`config.mk`:
```
export PLATFORM = sky130hd
export DESIGN_NAME = dfifo_steer
export DESIGN_NICKNAME = d
export VERILOG_FILES = /design/src/logic/dfifo_pkg.sv /design/src/logic/dfifo_mem_if.sv /design/src/logic/dfifo_mem.sv /design/src/logic/dfifo_steer.sv
export VERILOG_INCLUDE_DIRS = /design/src /design/src/logic
export SDC_FILE = /design/constraint.sdc
export NUM_CORES = 2
export LEC_CHECK = 0
export BUFFER_PORTS_ARGS = -buffer_cell sky130_fd_sc_hd__clkbuf_2
export CORE_UTILIZATION = 57
export CTS_BUF_LIST = sky130_fd_sc_hd__clkbuf_16
export CTS_CLUSTER_SIZE = 25
export DETAILED_ROUTE_END_ITERATION = 8
export GPL_ROUTABILITY_DRIVEN = 0
export HOLD_SLACK_MARGIN = 0.06
export PLACE_DENSITY = 0.79
export SLEW_MARGIN = 30
export SYNTH_ARGS = -nofsm -noshare
export SYNTH_HDL_FRONTEND = slang
export SYNTH_SLANG_ARGS = --single-unit
```
`constraint.sdc`:
```
create_clock -name clock -period 11.5 [get_ports clock]
set_clock_uncertainty 0.15 [all_clocks]
set_input_delay 2.3 -clock clock [delete_from_list [all_inputs] [get_ports clock]]
set_output_delay 2.3 -clock clock [all_outputs]
set_load 0.03 [all_outputs]
```
`src/logic/dfifo_map.svh`:
```
// constants for the data fifo and its port steering
`ifndef DFIFO_MAP_SVH
`define DFIFO_MAP_SVH

`define DFIFO_QUADS       32
`define QWORD_W           64
`define BYTE_W            8
`define DFIFO_BYTE_LANES  8
`define BYTE_OFF_W        3
`define LAST_BYTE_OFF     3'h7
`define ZERO_BYTE_OFF     3'h0
`define HOST_PORT_OFF     3'h0
`define HOST_BLOCK_UPPER  3'h4
`define HOST_COUNT_W      24
`define HOST_COUNT_ONE    24'h000001
`define HOST_COUNT_ZERO   24'h000000
`define PCI_OFF_W         2
`define WR_LANE_ONE       8'h01

`endif

```
`src/logic/dfifo_pkg.sv`:
```
// types shared by the data fifo modules
package dfifo_pkg;

   // fifo port that reads or writes
   typedef enum logic [1:0] {
      PORT_SEQ  = 2'h0,
      PORT_HOST = 2'h1,
      PORT_SCSI = 2'h2
   } port_sel_t;

endpackage

```
`src/logic/dfifo_mem_if.sv`:
```
// carrier between the fifo control and its quad-word storage
`timescale 1ns/1ps
`include "dfifo_map.svh"

interface dfifo_mem_if #(
   parameter int AW = 5
);
   logic                           wr_en;
   logic [AW-1:0]                  wr_addr;
   logic [`DFIFO_BYTE_LANES-1:0]   wr_be;
   logic [`QWORD_W-1:0]            wr_data;
   logic                           rd_en;
   logic [AW-1:0]                  rd_addr;
   logic [`QWORD_W-1:0]            rd_q;

   modport ctrl (
      output wr_en,
      output wr_addr,
      output wr_be,
      output wr_data,
      output rd_en,
      output rd_addr,
      input  rd_q
   );

   modport store (
      input  wr_en,
      input  wr_addr,
      input  wr_be,
      input  wr_data,
      input  rd_en,
      input  rd_addr,
      output rd_q
   );
endinterface

```
`src/logic/dfifo_mem.sv`:
```
// quad-word fifo storage with byte write lanes and registered read
`timescale 1ns/1ps
`include "dfifo_map.svh"

module dfifo_mem #(
   parameter int DEPTH = `DFIFO_QUADS,
   parameter int AW    = $clog2(DEPTH)
) (
   input wire logic   clock,
   dfifo_mem_if.store mem
);
   logic [`QWORD_W-1:0] store_r [DEPTH];
   logic [`QWORD_W-1:0] rd_q_r;

   // storage has no reset; contents are defined only once written
   always_ff @(posedge clock) begin
      for (int i = 0; i < `DFIFO_BYTE_LANES; i++) begin
         if (mem.wr_en && mem.wr_be[i]) begin
            store_r[mem.wr_addr][i*`BYTE_W +: `BYTE_W] <=
               mem.wr_data[i*`BYTE_W +: `BYTE_W];
         end
      end
      if (mem.rd_en) begin
         rd_q_r <= store_r[mem.rd_addr];
      end
   end

   assign mem.rd_q = rd_q_r;
endmodule

```
`src/logic/dfifo_steer.sv`:
```
// data fifo with host, scsi and sequencer port steering
// Function
// reads allowed any time; only the single selected writer may write.
// two writers enabled together raise the diagnostic break flag.
// only the scsi, host and sequencer i/o ports reach the fifo.
// read and write pointers address quad-words; byte offsets held apart.
// pointer reset zeroes both quad pointers and loads byte offsets.
// write pointer steps on accepted writes, read pointer on any read.
// write pointer may be reloaded, byte offset kept; writes then consecutive.
// read pointer may be reloaded, byte offset kept; reads then consecutive.
// outbound dma: fill via i/o port, enable host read; done flags end.
// inbound dma: host fills fifo, done flags end, then i/o port reads.
// direction and two dma enables choose the reading and writing port.
// seq offset is address bits, scsi clears bit zero, host is zero.
// pci offset is low two bits, host block 4 or 0, scsi bit zero.
// offsets come from low host address at reset, no sequencer help.
// byte offsets step per byte and carry into the quad pointer.
`timescale 1ns/1ps
`include "dfifo_map.svh"

module dfifo_steer #(
   parameter int DEPTH = `DFIFO_QUADS,
   parameter int AW    = $clog2(DEPTH),
   parameter int CW    = `HOST_COUNT_W
) (
   input  wire logic                   clock,
   input  wire logic                   srst,
   input  wire logic                   direction,
   input  wire logic                   host_dma_enable,
   input  wire logic                   scsi_dma_enable,
   input  wire logic                   buffer_pointer_reset,
   input  wire logic [`BYTE_OFF_W-1:0] low_host_address,
   input  wire logic [CW-1:0]          host_byte_count,
   input  wire logic                   wr_pointer_load,
   input  wire logic [AW-1:0]          wr_pointer,
   input  wire logic                   rd_pointer_load,
   input  wire logic [AW-1:0]          rd_pointer,
   input  wire logic                   seq_wr,
   input  wire logic [`BYTE_W-1:0]     seq_wdata,
   input  wire logic                   seq_rd,
   input  wire logic                   host_wr,
   input  wire logic [`BYTE_W-1:0]     host_wdata,
   input  wire logic                   host_rd,
   input  wire logic                   scsi_wr,
   input  wire logic [`BYTE_W-1:0]     scsi_wdata,
   input  wire logic                   scsi_rd,
   input  wire logic                   diag_clear,
   output logic [`BYTE_W-1:0]          rd_data,
   output logic                        rd_valid,
   output logic [AW-1:0]               fifo_wr_quad_ptr,
   output logic [AW-1:0]               fifo_rd_quad_ptr,
   output logic [`BYTE_OFF_W-1:0]      wr_byte_offset,
   output logic [`BYTE_OFF_W-1:0]      rd_byte_offset,
   output dfifo_pkg::port_sel_t        read_port,
   output dfifo_pkg::port_sel_t        write_port,
   output logic                        host_transfer_done,
   output logic                        diag_break_interrupt,
   output logic [`PCI_OFF_W-1:0]       pci_byte_offset,
   output logic [`BYTE_OFF_W-1:0]      host_block_offset,
   output logic                        scsi_block_offset
);

   // ==========================================================
   // port selection and offset decode
   function automatic dfifo_pkg::port_sel_t rd_src_f(
      input logic d, input logic h, input logic s);
      dfifo_pkg::port_sel_t p;
      p = dfifo_pkg::PORT_SEQ;
      unique case ({d, h, s})
         3'h3:    p = dfifo_pkg::PORT_HOST;
         3'h1:    p = dfifo_pkg::PORT_SEQ;
         3'h2:    p = dfifo_pkg::PORT_HOST;
         3'h0:    p = dfifo_pkg::PORT_SEQ;
         3'h4:    p = dfifo_pkg::PORT_SEQ;
         3'h7:    p = dfifo_pkg::PORT_SCSI;
         3'h5:    p = dfifo_pkg::PORT_SCSI;
         3'h6:    p = dfifo_pkg::PORT_SEQ;
      endcase
      return p;
   endfunction

   function automatic dfifo_pkg::port_sel_t wr_src_f(
      input logic d, input logic h, input logic s);
      dfifo_pkg::port_sel_t p;
      p = dfifo_pkg::PORT_SEQ;
      unique case ({d, h, s})
         3'h3:    p = dfifo_pkg::PORT_SCSI;
         3'h1:    p = dfifo_pkg::PORT_SCSI;
         3'h2:    p = dfifo_pkg::PORT_SEQ;
         3'h0:    p = dfifo_pkg::PORT_SEQ;
         3'h4:    p = dfifo_pkg::PORT_SEQ;
         3'h7:    p = dfifo_pkg::PORT_HOST;
         3'h5:    p = dfifo_pkg::PORT_SEQ;
         3'h6:    p = dfifo_pkg::PORT_HOST;
      endcase
      return p;
   endfunction

   function automatic logic [`BYTE_OFF_W-1:0] port_off_f(
      input dfifo_pkg::port_sel_t p, input logic [`BYTE_OFF_W-1:0] a);
      logic [`BYTE_OFF_W-1:0] o;
      o = `ZERO_BYTE_OFF;
      unique case (p)
         dfifo_pkg::PORT_SEQ:  o = a;
         dfifo_pkg::PORT_SCSI: o = {a[`BYTE_OFF_W-1:1], 1'b0};
         dfifo_pkg::PORT_HOST: o = `HOST_PORT_OFF;
         default:              o = `ZERO_BYTE_OFF;
      endcase
      return o;
   endfunction

   function automatic logic [AW-1:0] quad_step_f(
      input logic [AW-1:0] q, input logic [`BYTE_OFF_W-1:0] off);
      return (off == `LAST_BYTE_OFF) ? AW'(q + 1'b1) : q;
   endfunction

   dfifo_pkg::port_sel_t rd_src;
   dfifo_pkg::port_sel_t wr_src;
   logic [2:0]           wr_vec;
   logic [2:0]           rd_vec;
   logic [2:0]           wr_sel_vec;
   logic                 wr_clash;
   logic                 wr_ok;
   logic                 rd_go;
   logic [`BYTE_W-1:0]   wr_byte;
   logic                 host_xfer;
   logic [`BYTE_OFF_W-1:0] wr_off_rst;
   logic [`BYTE_OFF_W-1:0] rd_off_rst;

   // only three ports exist; each has one strobe bit per vector
   assign rd_src = rd_src_f(direction, host_dma_enable,
                            scsi_dma_enable);
   assign wr_src = wr_src_f(direction, host_dma_enable,
                            scsi_dma_enable);
   assign wr_vec = {scsi_wr, host_wr, seq_wr};
   assign rd_vec = {scsi_rd, host_rd, seq_rd};
   assign wr_sel_vec = 3'h1 << wr_src;
   // a second write strobe or a strobe from an unselected port is a clash
   assign wr_clash = ($countones(wr_vec) > 1) ||
                     ((wr_vec & ~wr_sel_vec) != 3'h0);
   assign wr_ok = ((wr_vec & wr_sel_vec) != 3'h0) && !wr_clash;
   assign rd_go = (rd_vec != 3'h0);
   assign wr_off_rst = port_off_f(wr_src, low_host_address);
   assign rd_off_rst = port_off_f(rd_src, low_host_address);
   assign host_xfer = (wr_ok && wr_src == dfifo_pkg::PORT_HOST) ||
                      (rd_go && rd_src == dfifo_pkg::PORT_HOST &&
                       host_rd);

   always_comb begin
      unique case (wr_src)
         dfifo_pkg::PORT_HOST: wr_byte = host_wdata;
         dfifo_pkg::PORT_SCSI: wr_byte = scsi_wdata;
         default:              wr_byte = seq_wdata;
      endcase
   end

   // ==========================================================
   // pointers
   logic [AW-1:0]          wr_q_r, wr_q_nxt;
   logic [AW-1:0]          rd_q_r, rd_q_nxt;
   logic [`BYTE_OFF_W-1:0] wr_off_r, wr_off_nxt;
   logic [`BYTE_OFF_W-1:0] rd_off_r, rd_off_nxt;

   always_comb begin
      wr_q_nxt   = wr_q_r;
      wr_off_nxt = wr_off_r;
      rd_q_nxt   = rd_q_r;
      rd_off_nxt = rd_off_r;
      if (buffer_pointer_reset) begin
         wr_q_nxt   = '0;
         rd_q_nxt   = '0;
         wr_off_nxt = wr_off_rst;
         rd_off_nxt = rd_off_rst;
      end else begin
         if (wr_pointer_load) begin
            wr_q_nxt = wr_pointer;
         end else if (wr_ok) begin
            wr_q_nxt   = quad_step_f(wr_q_r, wr_off_r);
            wr_off_nxt = `BYTE_OFF_W'(wr_off_r + 1'b1);
         end
         if (rd_pointer_load) begin
            rd_q_nxt = rd_pointer;
         end else if (rd_go) begin
            rd_q_nxt   = quad_step_f(rd_q_r, rd_off_r);
            rd_off_nxt = `BYTE_OFF_W'(rd_off_r + 1'b1);
         end
      end
   end

   always_ff @(posedge clock) begin
      if (srst) begin
         wr_q_r   <= '0;
         rd_q_r   <= '0;
         wr_off_r <= `ZERO_BYTE_OFF;
         rd_off_r <= `ZERO_BYTE_OFF;
      end else begin
         wr_q_r   <= wr_q_nxt;
         rd_q_r   <= rd_q_nxt;
         wr_off_r <= wr_off_nxt;
         rd_off_r <= rd_off_nxt;
      end
   end

   // ==========================================================
   // storage: one byte lane per access, quad-word rows
   dfifo_mem_if #(.AW(AW)) mem_bus ();

   assign mem_bus.wr_en   = wr_ok && !buffer_pointer_reset && !wr_pointer_load;
   assign mem_bus.wr_addr = wr_q_r;
   assign mem_bus.wr_be   = `WR_LANE_ONE << wr_off_r;
   assign mem_bus.wr_data = {`DFIFO_BYTE_LANES{wr_byte}};
   assign mem_bus.rd_en   = rd_go;
   assign mem_bus.rd_addr = rd_q_r;

   dfifo_mem #(
      .DEPTH (DEPTH),
      .AW    (AW)
   ) dfifo_mem_inst (
      .clock (clock),
      .mem   (mem_bus.store)
   );

   // ==========================================================
   // read data path: two cycles from strobe to data
   logic                   rd_pend_r, rd_pend_nxt;
   logic [`BYTE_OFF_W-1:0] rd_lane_r, rd_lane_nxt;
   logic [`BYTE_W-1:0]     rd_data_r, rd_data_nxt;
   logic                   rd_valid_r, rd_valid_nxt;

   always_comb begin
      rd_pend_nxt  = rd_go;
      rd_lane_nxt  = rd_off_r;
      rd_valid_nxt = rd_pend_r;
      rd_data_nxt  = rd_data_r;
      if (rd_pend_r) begin
         rd_data_nxt = mem_bus.rd_q[rd_lane_r*`BYTE_W +: `BYTE_W];
      end
   end

   always_ff @(posedge clock) begin
      if (srst) begin
         rd_pend_r  <= 1'b0;
         rd_lane_r  <= `ZERO_BYTE_OFF;
         rd_data_r  <= '0;
         rd_valid_r <= 1'b0;
      end else begin
         rd_pend_r  <= rd_pend_nxt;
         rd_lane_r  <= rd_lane_nxt;
         rd_data_r  <= rd_data_nxt;
         rd_valid_r <= rd_valid_nxt;
      end
   end

   // ==========================================================
   // host dma count, done flag, diagnostic flag, offsets
   logic [CW-1:0]            host_byte_count_r, host_byte_count_nxt;
   logic                     done_r, done_nxt;
   logic                     diag_r, diag_nxt;
   logic [`PCI_OFF_W-1:0]    pci_off_r, pci_off_nxt;
   logic [`BYTE_OFF_W-1:0]   hblk_off_r, hblk_off_nxt;
   logic                     sblk_off_r, sblk_off_nxt;
   dfifo_pkg::port_sel_t     rd_port_r, wr_port_r;
   logic                     last_host;

   assign last_host = host_xfer && host_dma_enable &&
                      (host_byte_count_r == CW'(`HOST_COUNT_ONE));

   always_comb begin
      host_byte_count_nxt = host_byte_count_r;
      done_nxt = done_r;
      if (buffer_pointer_reset) begin
         host_byte_count_nxt = host_byte_count;
         done_nxt = 1'b0;
      end else if (host_xfer && host_dma_enable &&
                   host_byte_count_r != CW'(`HOST_COUNT_ZERO)) begin
         host_byte_count_nxt = CW'(host_byte_count_r - 1'b1);
      end
      // the last byte wins over a reset in the same cycle
      if (last_host) begin
         done_nxt = 1'b1;
      end
      diag_nxt = (diag_r && !diag_clear) || wr_clash;
      pci_off_nxt  = low_host_address[`PCI_OFF_W-1:0];
      hblk_off_nxt = low_host_address[`BYTE_OFF_W-1] ? `HOST_BLOCK_UPPER
                                         : `ZERO_BYTE_OFF;
      sblk_off_nxt = low_host_address[0];
   end

   always_ff @(posedge clock) begin
      if (srst) begin
         host_byte_count_r     <= '0;
         done_r     <= 1'b0;
         diag_r     <= 1'b0;
         pci_off_r  <= '0;
         hblk_off_r <= `ZERO_BYTE_OFF;
         sblk_off_r <= 1'b0;
         rd_port_r  <= dfifo_pkg::PORT_SEQ;
         wr_port_r  <= dfifo_pkg::PORT_SEQ;
      end else begin
         host_byte_count_r     <= host_byte_count_nxt;
         done_r     <= done_nxt;
         diag_r     <= diag_nxt;
         pci_off_r  <= pci_off_nxt;
         hblk_off_r <= hblk_off_nxt;
         sblk_off_r <= sblk_off_nxt;
         rd_port_r  <= rd_src;
         wr_port_r  <= wr_src;
      end
   end

   assign rd_data              = rd_data_r;
   assign rd_valid             = rd_valid_r;
   assign fifo_wr_quad_ptr     = wr_q_r;
   assign fifo_rd_quad_ptr     = rd_q_r;
   assign wr_byte_offset       = wr_off_r;
   assign rd_byte_offset       = rd_off_r;
   assign read_port            = rd_port_r;
   assign write_port           = wr_port_r;
   assign host_transfer_done   = done_r;
   assign diag_break_interrupt = diag_r;
   assign pci_byte_offset      = pci_off_r;
   assign host_block_offset    = hblk_off_r;
   assign scsi_block_offset    = sblk_off_r;
endmodule

```
# ---- Word level (Yosys, flattened, before mapping)
# Memory sizes are Yosys's and may differ from the RTL's. A register that Yosys moved wholly into a read port is not among the register bits.
# Cells that the tools add are included.
# W data, S select, Z words.
dict set report word_totals {
  romBits 32
  mem_bits_rw 2048
  reg_bits 65
  word_cells 122
  n_memories 3
  output_inout_bits 37
  in_bits 76
}
# name depth width read_ports rd_ports_with_merged_regs wr line_no
set memory_table {}
lappend memory_table {dfifo_mem_inst.store_r 32 64 1 1 1 dfifo_mem.sv:12} ;# logic [`QWORD_W-1:0] store_r [DEPTH];
lappend memory_table {{(no name shown)} 8 2 1 0 0 dfifo_steer.sv:86} ;# unique case ({d, h, s})
lappend memory_table {{(no name shown)} 8 2 1 0 0 dfifo_steer.sv:69} ;# unique case ({d, h, s})
dict set report classes {
  mux 36
  n_eq_ne 9
  add_sub_neg 7
  bitwise 3
  n_shift 3
  n_reduce_logical 44
  magnitude_cmp 1
}
# operator n
set ops {}
lappend ops {{$shiftx A64 B7 Y8} 1}
lappend ops {{$mux W24} 2}
lappend ops {{$mux W5} 6}
lappend ops {{$eq A24 B1 Y1 const B} 1}
lappend ops {{$reduce_bool A24 Y1} 1}
lappend ops {{$sub A24 B1 Y24 const B} 1}
lappend ops {{$mux W3} 7}
lappend ops {{$logic_and A1 B1 Y1} 18}
lappend ops {{$mux W1} 18}
lappend ops {{$pmux W8 S2} 1}
lappend ops {{$reduce_bool A2 Y1} 8}
lappend ops {{$pmux W3 S2} 2}
lappend ops {{$add A5 B1 Y5 const B} 2}
lappend ops {{$reduce_bool A3 Y1} 3}
lappend ops {{$reduce_and A2 Y1} 4}
lappend ops {{$shl A1 B3 Y8 const A} 1}
lappend ops {{$add A3 B1 Y3 const B} 2}
lappend ops {{$and A3 B3 Y3} 2}
lappend ops {{$eq A3 B3 Y1 const B} 2}
lappend ops {{$eq A2 B1 Y1 const B} 2}
lappend ops {{$eq A2 B2 Y1 const B} 2}
lappend ops {{$logic_not A1 Y1} 4}
lappend ops {{$logic_not A2 Y1} 2}
lappend ops {{$ne A2 B2 Y1 const B} 2}
lappend ops {{other kinds (7)} 9}

# ---- Longest topological paths before layout
# An unclocked memory read counts as a cell.
dict set report logic_depth {
  ltp_word 14
  mapped_depth 8
  depth_no_buf 7
}

# ---- Modules after synthesis
# Synthesis repeated with hierarchy kept, for this count alone.
dict set report hier_totals {
  hier_cells 4508
  hier_area_um2 85011.5
}
# mod cells_each n_inst seq_area_each_um2 area_each_um2
set modules_own_cells {}
lappend modules_own_cells {dfifo_mem 4066 1 63420.8 80985.2}
lappend modules_own_cells {dfifo_steer 442 1 1241.2 4026.4}

# ---- Worst setup path after synthesis
# OpenSTA, ideal clock, no wires.
dict set report synth_path {
  kind {input to register}
  startpoint {input direction}
  endpoint {memory dfifo_mem_inst.store_r[0][10] (netlist name), data pin}
  setup_ns 1.575
  path_buffers 2
  t_required_ns 9.775
  t_arrival_ns 9.683
  cell_stages 4
  slack_ns 0.091
  path_cell_list {buf_2 > buf_1 > a211oi_1 > a21oi_1}
}
dict set report synth_between {
  elab_chain_len 3
  word_cells_on_any_way 4
  cone_classes {eq/ne: 2; mux: 1; memory: 1}
}
# element line_no
set synth_lines {}
lappend synth_lines {{start, declared} dfifo_steer.sv:28} ;# input wire logic direction,
lappend synth_lines {{$mem_v2 Z8 W2 (*)} n/a}
lappend synth_lines {{$eq A2 B2 Y1 / $eq A2 B1 Y1 (equally long branches)} dfifo_steer.sv:150} ;# unique case (wr_src)
lappend synth_lines {{$pmux W8 S2 (*)} dfifo_steer.sv:150}
lappend synth_lines {{net dfifo_mem_inst.mem.wr_data[10]} dfifo_mem_if.sv:30} ;# input wr_data,
lappend synth_lines {{end, declared} dfifo_mem.sv:12}
# The timed path passes the listed nets; every way through them passes the cells marked *.

# ---- Final worst setup path
dict set report layout_path {
  startpoint {input direction}
  endpoint {memory dfifo_mem_inst.store_r[31][8] (netlist name), data pin}
}
# The elaborated chain is that of the path after synthesis.

==> run metrics <==
Pleak 28.39 nW; CTS Buf Count 195; first-pass GRT wire length 308.3 mm; vias in the first global route 42.15k; layout cell share with drive strength beyond 1 24.62%; initial antenna violation count 12; placed cell count 5856; post-synth top area cell edfxtp_1; Setup crit end kind register; DRC viols 0; clock sink count 2174; #FFs+latches synth 2174; post_cts resized 0; final hold viol count 0; Post-Syn Area 84850 sq um; Seq/Total Area, Yosys 76.21%; Final #Nets 4217; Mapped Cells 3975; gr ovfl total 0; 1st-pass router iterations 6; Reg-to-Reg Start fifo_rd_quad_ptr[3]; Buffers on Ports 110; pwr dens 173.8 nW/um^2; drt total wl 215.3 mm; Routed WL per cell 34.52 um; die area 150400 sq um; DR vias/cell 6.884; vias 42.93k; Clock transition at path regs 0.06 ns; Starting Density 57.46%; final antenna-violating net count 0; Worst Max-Slew Pin Slew 1.133 ns; CP arrival 5.36 ns; die width 387.8 um; overall global routing resource usage 28.88%; highest clock rate 0.1998 GHz; pin count of the biggest net entering global routing 188; Hold WC Path Type reg2reg; top-area cell type share of the netlist area 74.75%; CTS tree done; minimum clock period 5.005 ns; Critical Path Sink dfifo_mem_inst.store_r[31][8]; clk_lat worst skew 0.84 ns; Max Cap Violations 0; maximum vdd ir drop 165.8 uV; Slew Limit Fails 0; asr flop ratio synth 0%; post-route setup TNS 0 ns; EDFF count, synth 2112; worst r2r dst dfifo_mem_inst.mem.rd_q[36]; Worst Reg2Reg Path Length in Cells 6; overall power 0.01640 W; Mean Syn Cell Area 21.35 sq um; CTS Buffer Depth 3; Post-synth top flop edfxtp_1; Iteration-0 DRC Markers 6367; P&R area growth vs syn 11.24%; Cell Rows 141; IO Pins 113; synth top area cells edfxtp_1 75%, mux4_2 14%, mux2i_1 3.2%; RSZ-0062 raised after global routing false; crit share post-route 43.52%; r2r setup slk 6.81 ns; non-filler instance count after layout 6236; DP HPWL 117.8 mm; Worst EP required 11.86 ns; Synth cell types 65; Post-CTS Hold Buffers 0; Setup Fix Bufs, Post-CTS 0; chip height 387.8 um; final-report setup violation count 0; CP Launch Type input port; YS warnings 0; htree depth 4; CTS root buf clkbuf_16; Setup Crit Path Kind in2reg; Max-slew headroom 24.44%; run status complete, no violations; Max FO, Critical Path 170; Worst Setup SP direction; Core Footprint 147700 sq um
registers in the layout, indices dropped and copies added (netlist names), 5 cells and up:
register,cells
host_byte_count_r,24
fifo_rd_quad_ptr,5
dfifo_mem_inst.store_r,2048
fifo_wr_quad_ptr,5
dfifo_mem_inst.mem.rd_q,64
rd_data,8
stage by stage:
stage          util, %  hold WS (ns)  worst slack [ns]  cell area (sq um)
3_3_place_gp     59.35        0.3111             5.782              87640
4_1_cts          63.85        0.3282             6.615              94290
6_report         63.92        0.3267             6.495              94380
5_1_grt          63.90        0.3514             6.435              94350
2_1_floorplan        -        0.3251           0.09130              84850
3_5_place_dp     59.37        0.3189             5.797              87670
worst min-delay path by stage:
stage	startpoint	end	slack (ns)	cells after the start
after floorplan	host_byte_count_r[23]	host_byte_count_r[23]	0.33	2
after global placement	host_transfer_done	host_transfer_done	0.31	2
after detailed placement	host_transfer_done	host_transfer_done	0.32	2
after CTS	host_transfer_done	host_transfer_done	0.33	2
after global routing	rd_data[6]	rd_data[6]	0.35	2
final	host_transfer_done	host_transfer_done	0.33	2
worst max-delay path, stage by stage:
cell and delay, ns:
clkbuf_2 0.48, a211oi_1 0.16, a21oi_4 0.70, buf_12 0.59, buf_4 0.78
layout make-up:
type,count,area (sq um)
antenna,13,32.53
inverter,18,67.56
tap,1930,2415
clock buffer,198,4955
sequential,2174,64680
multi-input combinational,1547,19260
fill,9139,53280
timing repair buffer,188,1313
clock inverter,168,1665
synthesized netlist by cell type, drive strengths merged, types with 18 or more instances:
cell type and count:
nand2 36, buf 98, nor2 309, a211oi 26
inv 18, mux4 528, clkbuf 137, mux2i 273
dfxtp 62, a22o 64, nand3 24, a221oi 64
edfxtp 2112, nor2b 25
cells in the final DEF (no fill, tap or decap), types with 57 or more instances in the layout:
cell / netlist / routed
a221oi_1: 64 / 64
a22o_1: 64 / 64
buf_4: 4 / 61
clkbuf_16: 0 / 198
clkbuf_2: 0 / 110
dfxtp_1: 62 / 57
edfxtp_1: 2112 / 2112
mux2i_1: 273 / 273
mux4_2: 528 / 528
nor2_1: 309 / 308
logic make-up after synthesis:
kind of cell | after synthesis | share of synthesized area (%)
other cells | 1 | 0.004420
simple gates | 475 | 2.578
buf+inv | 255 | 1.358
fa+ha+maj | 17 | 0.2507
compound gates | 243 | 2.271
xor+xnor | 9 | 0.09291
flops | 2174 | 76.21
mux | 801 | 17.24
per-layer routing:
metal	vias to the layer above	share of wire [%]	routed length, um	global-route usage, %
li1	16940	-	-	-
met1	21926	35	76290	39.63
met2	3534	47	101700	44.18
met3	523	13	27250	7.547
met4	8	4.7	10010	12.75
met5	-	0.024	51	0
where the power goes:
group | leakage (nW) | switching, W | internal (W)
Combinational | 5.56 | 0.000567 | 0.000220
Sequential | 19.5 | 0.0000427 | 0.00884
Clock | 3.32 | 0.00290 | 0.00383
Total | 28.4 | 0.00351 | 0.0129
Power figures use the tool's default switching activity.
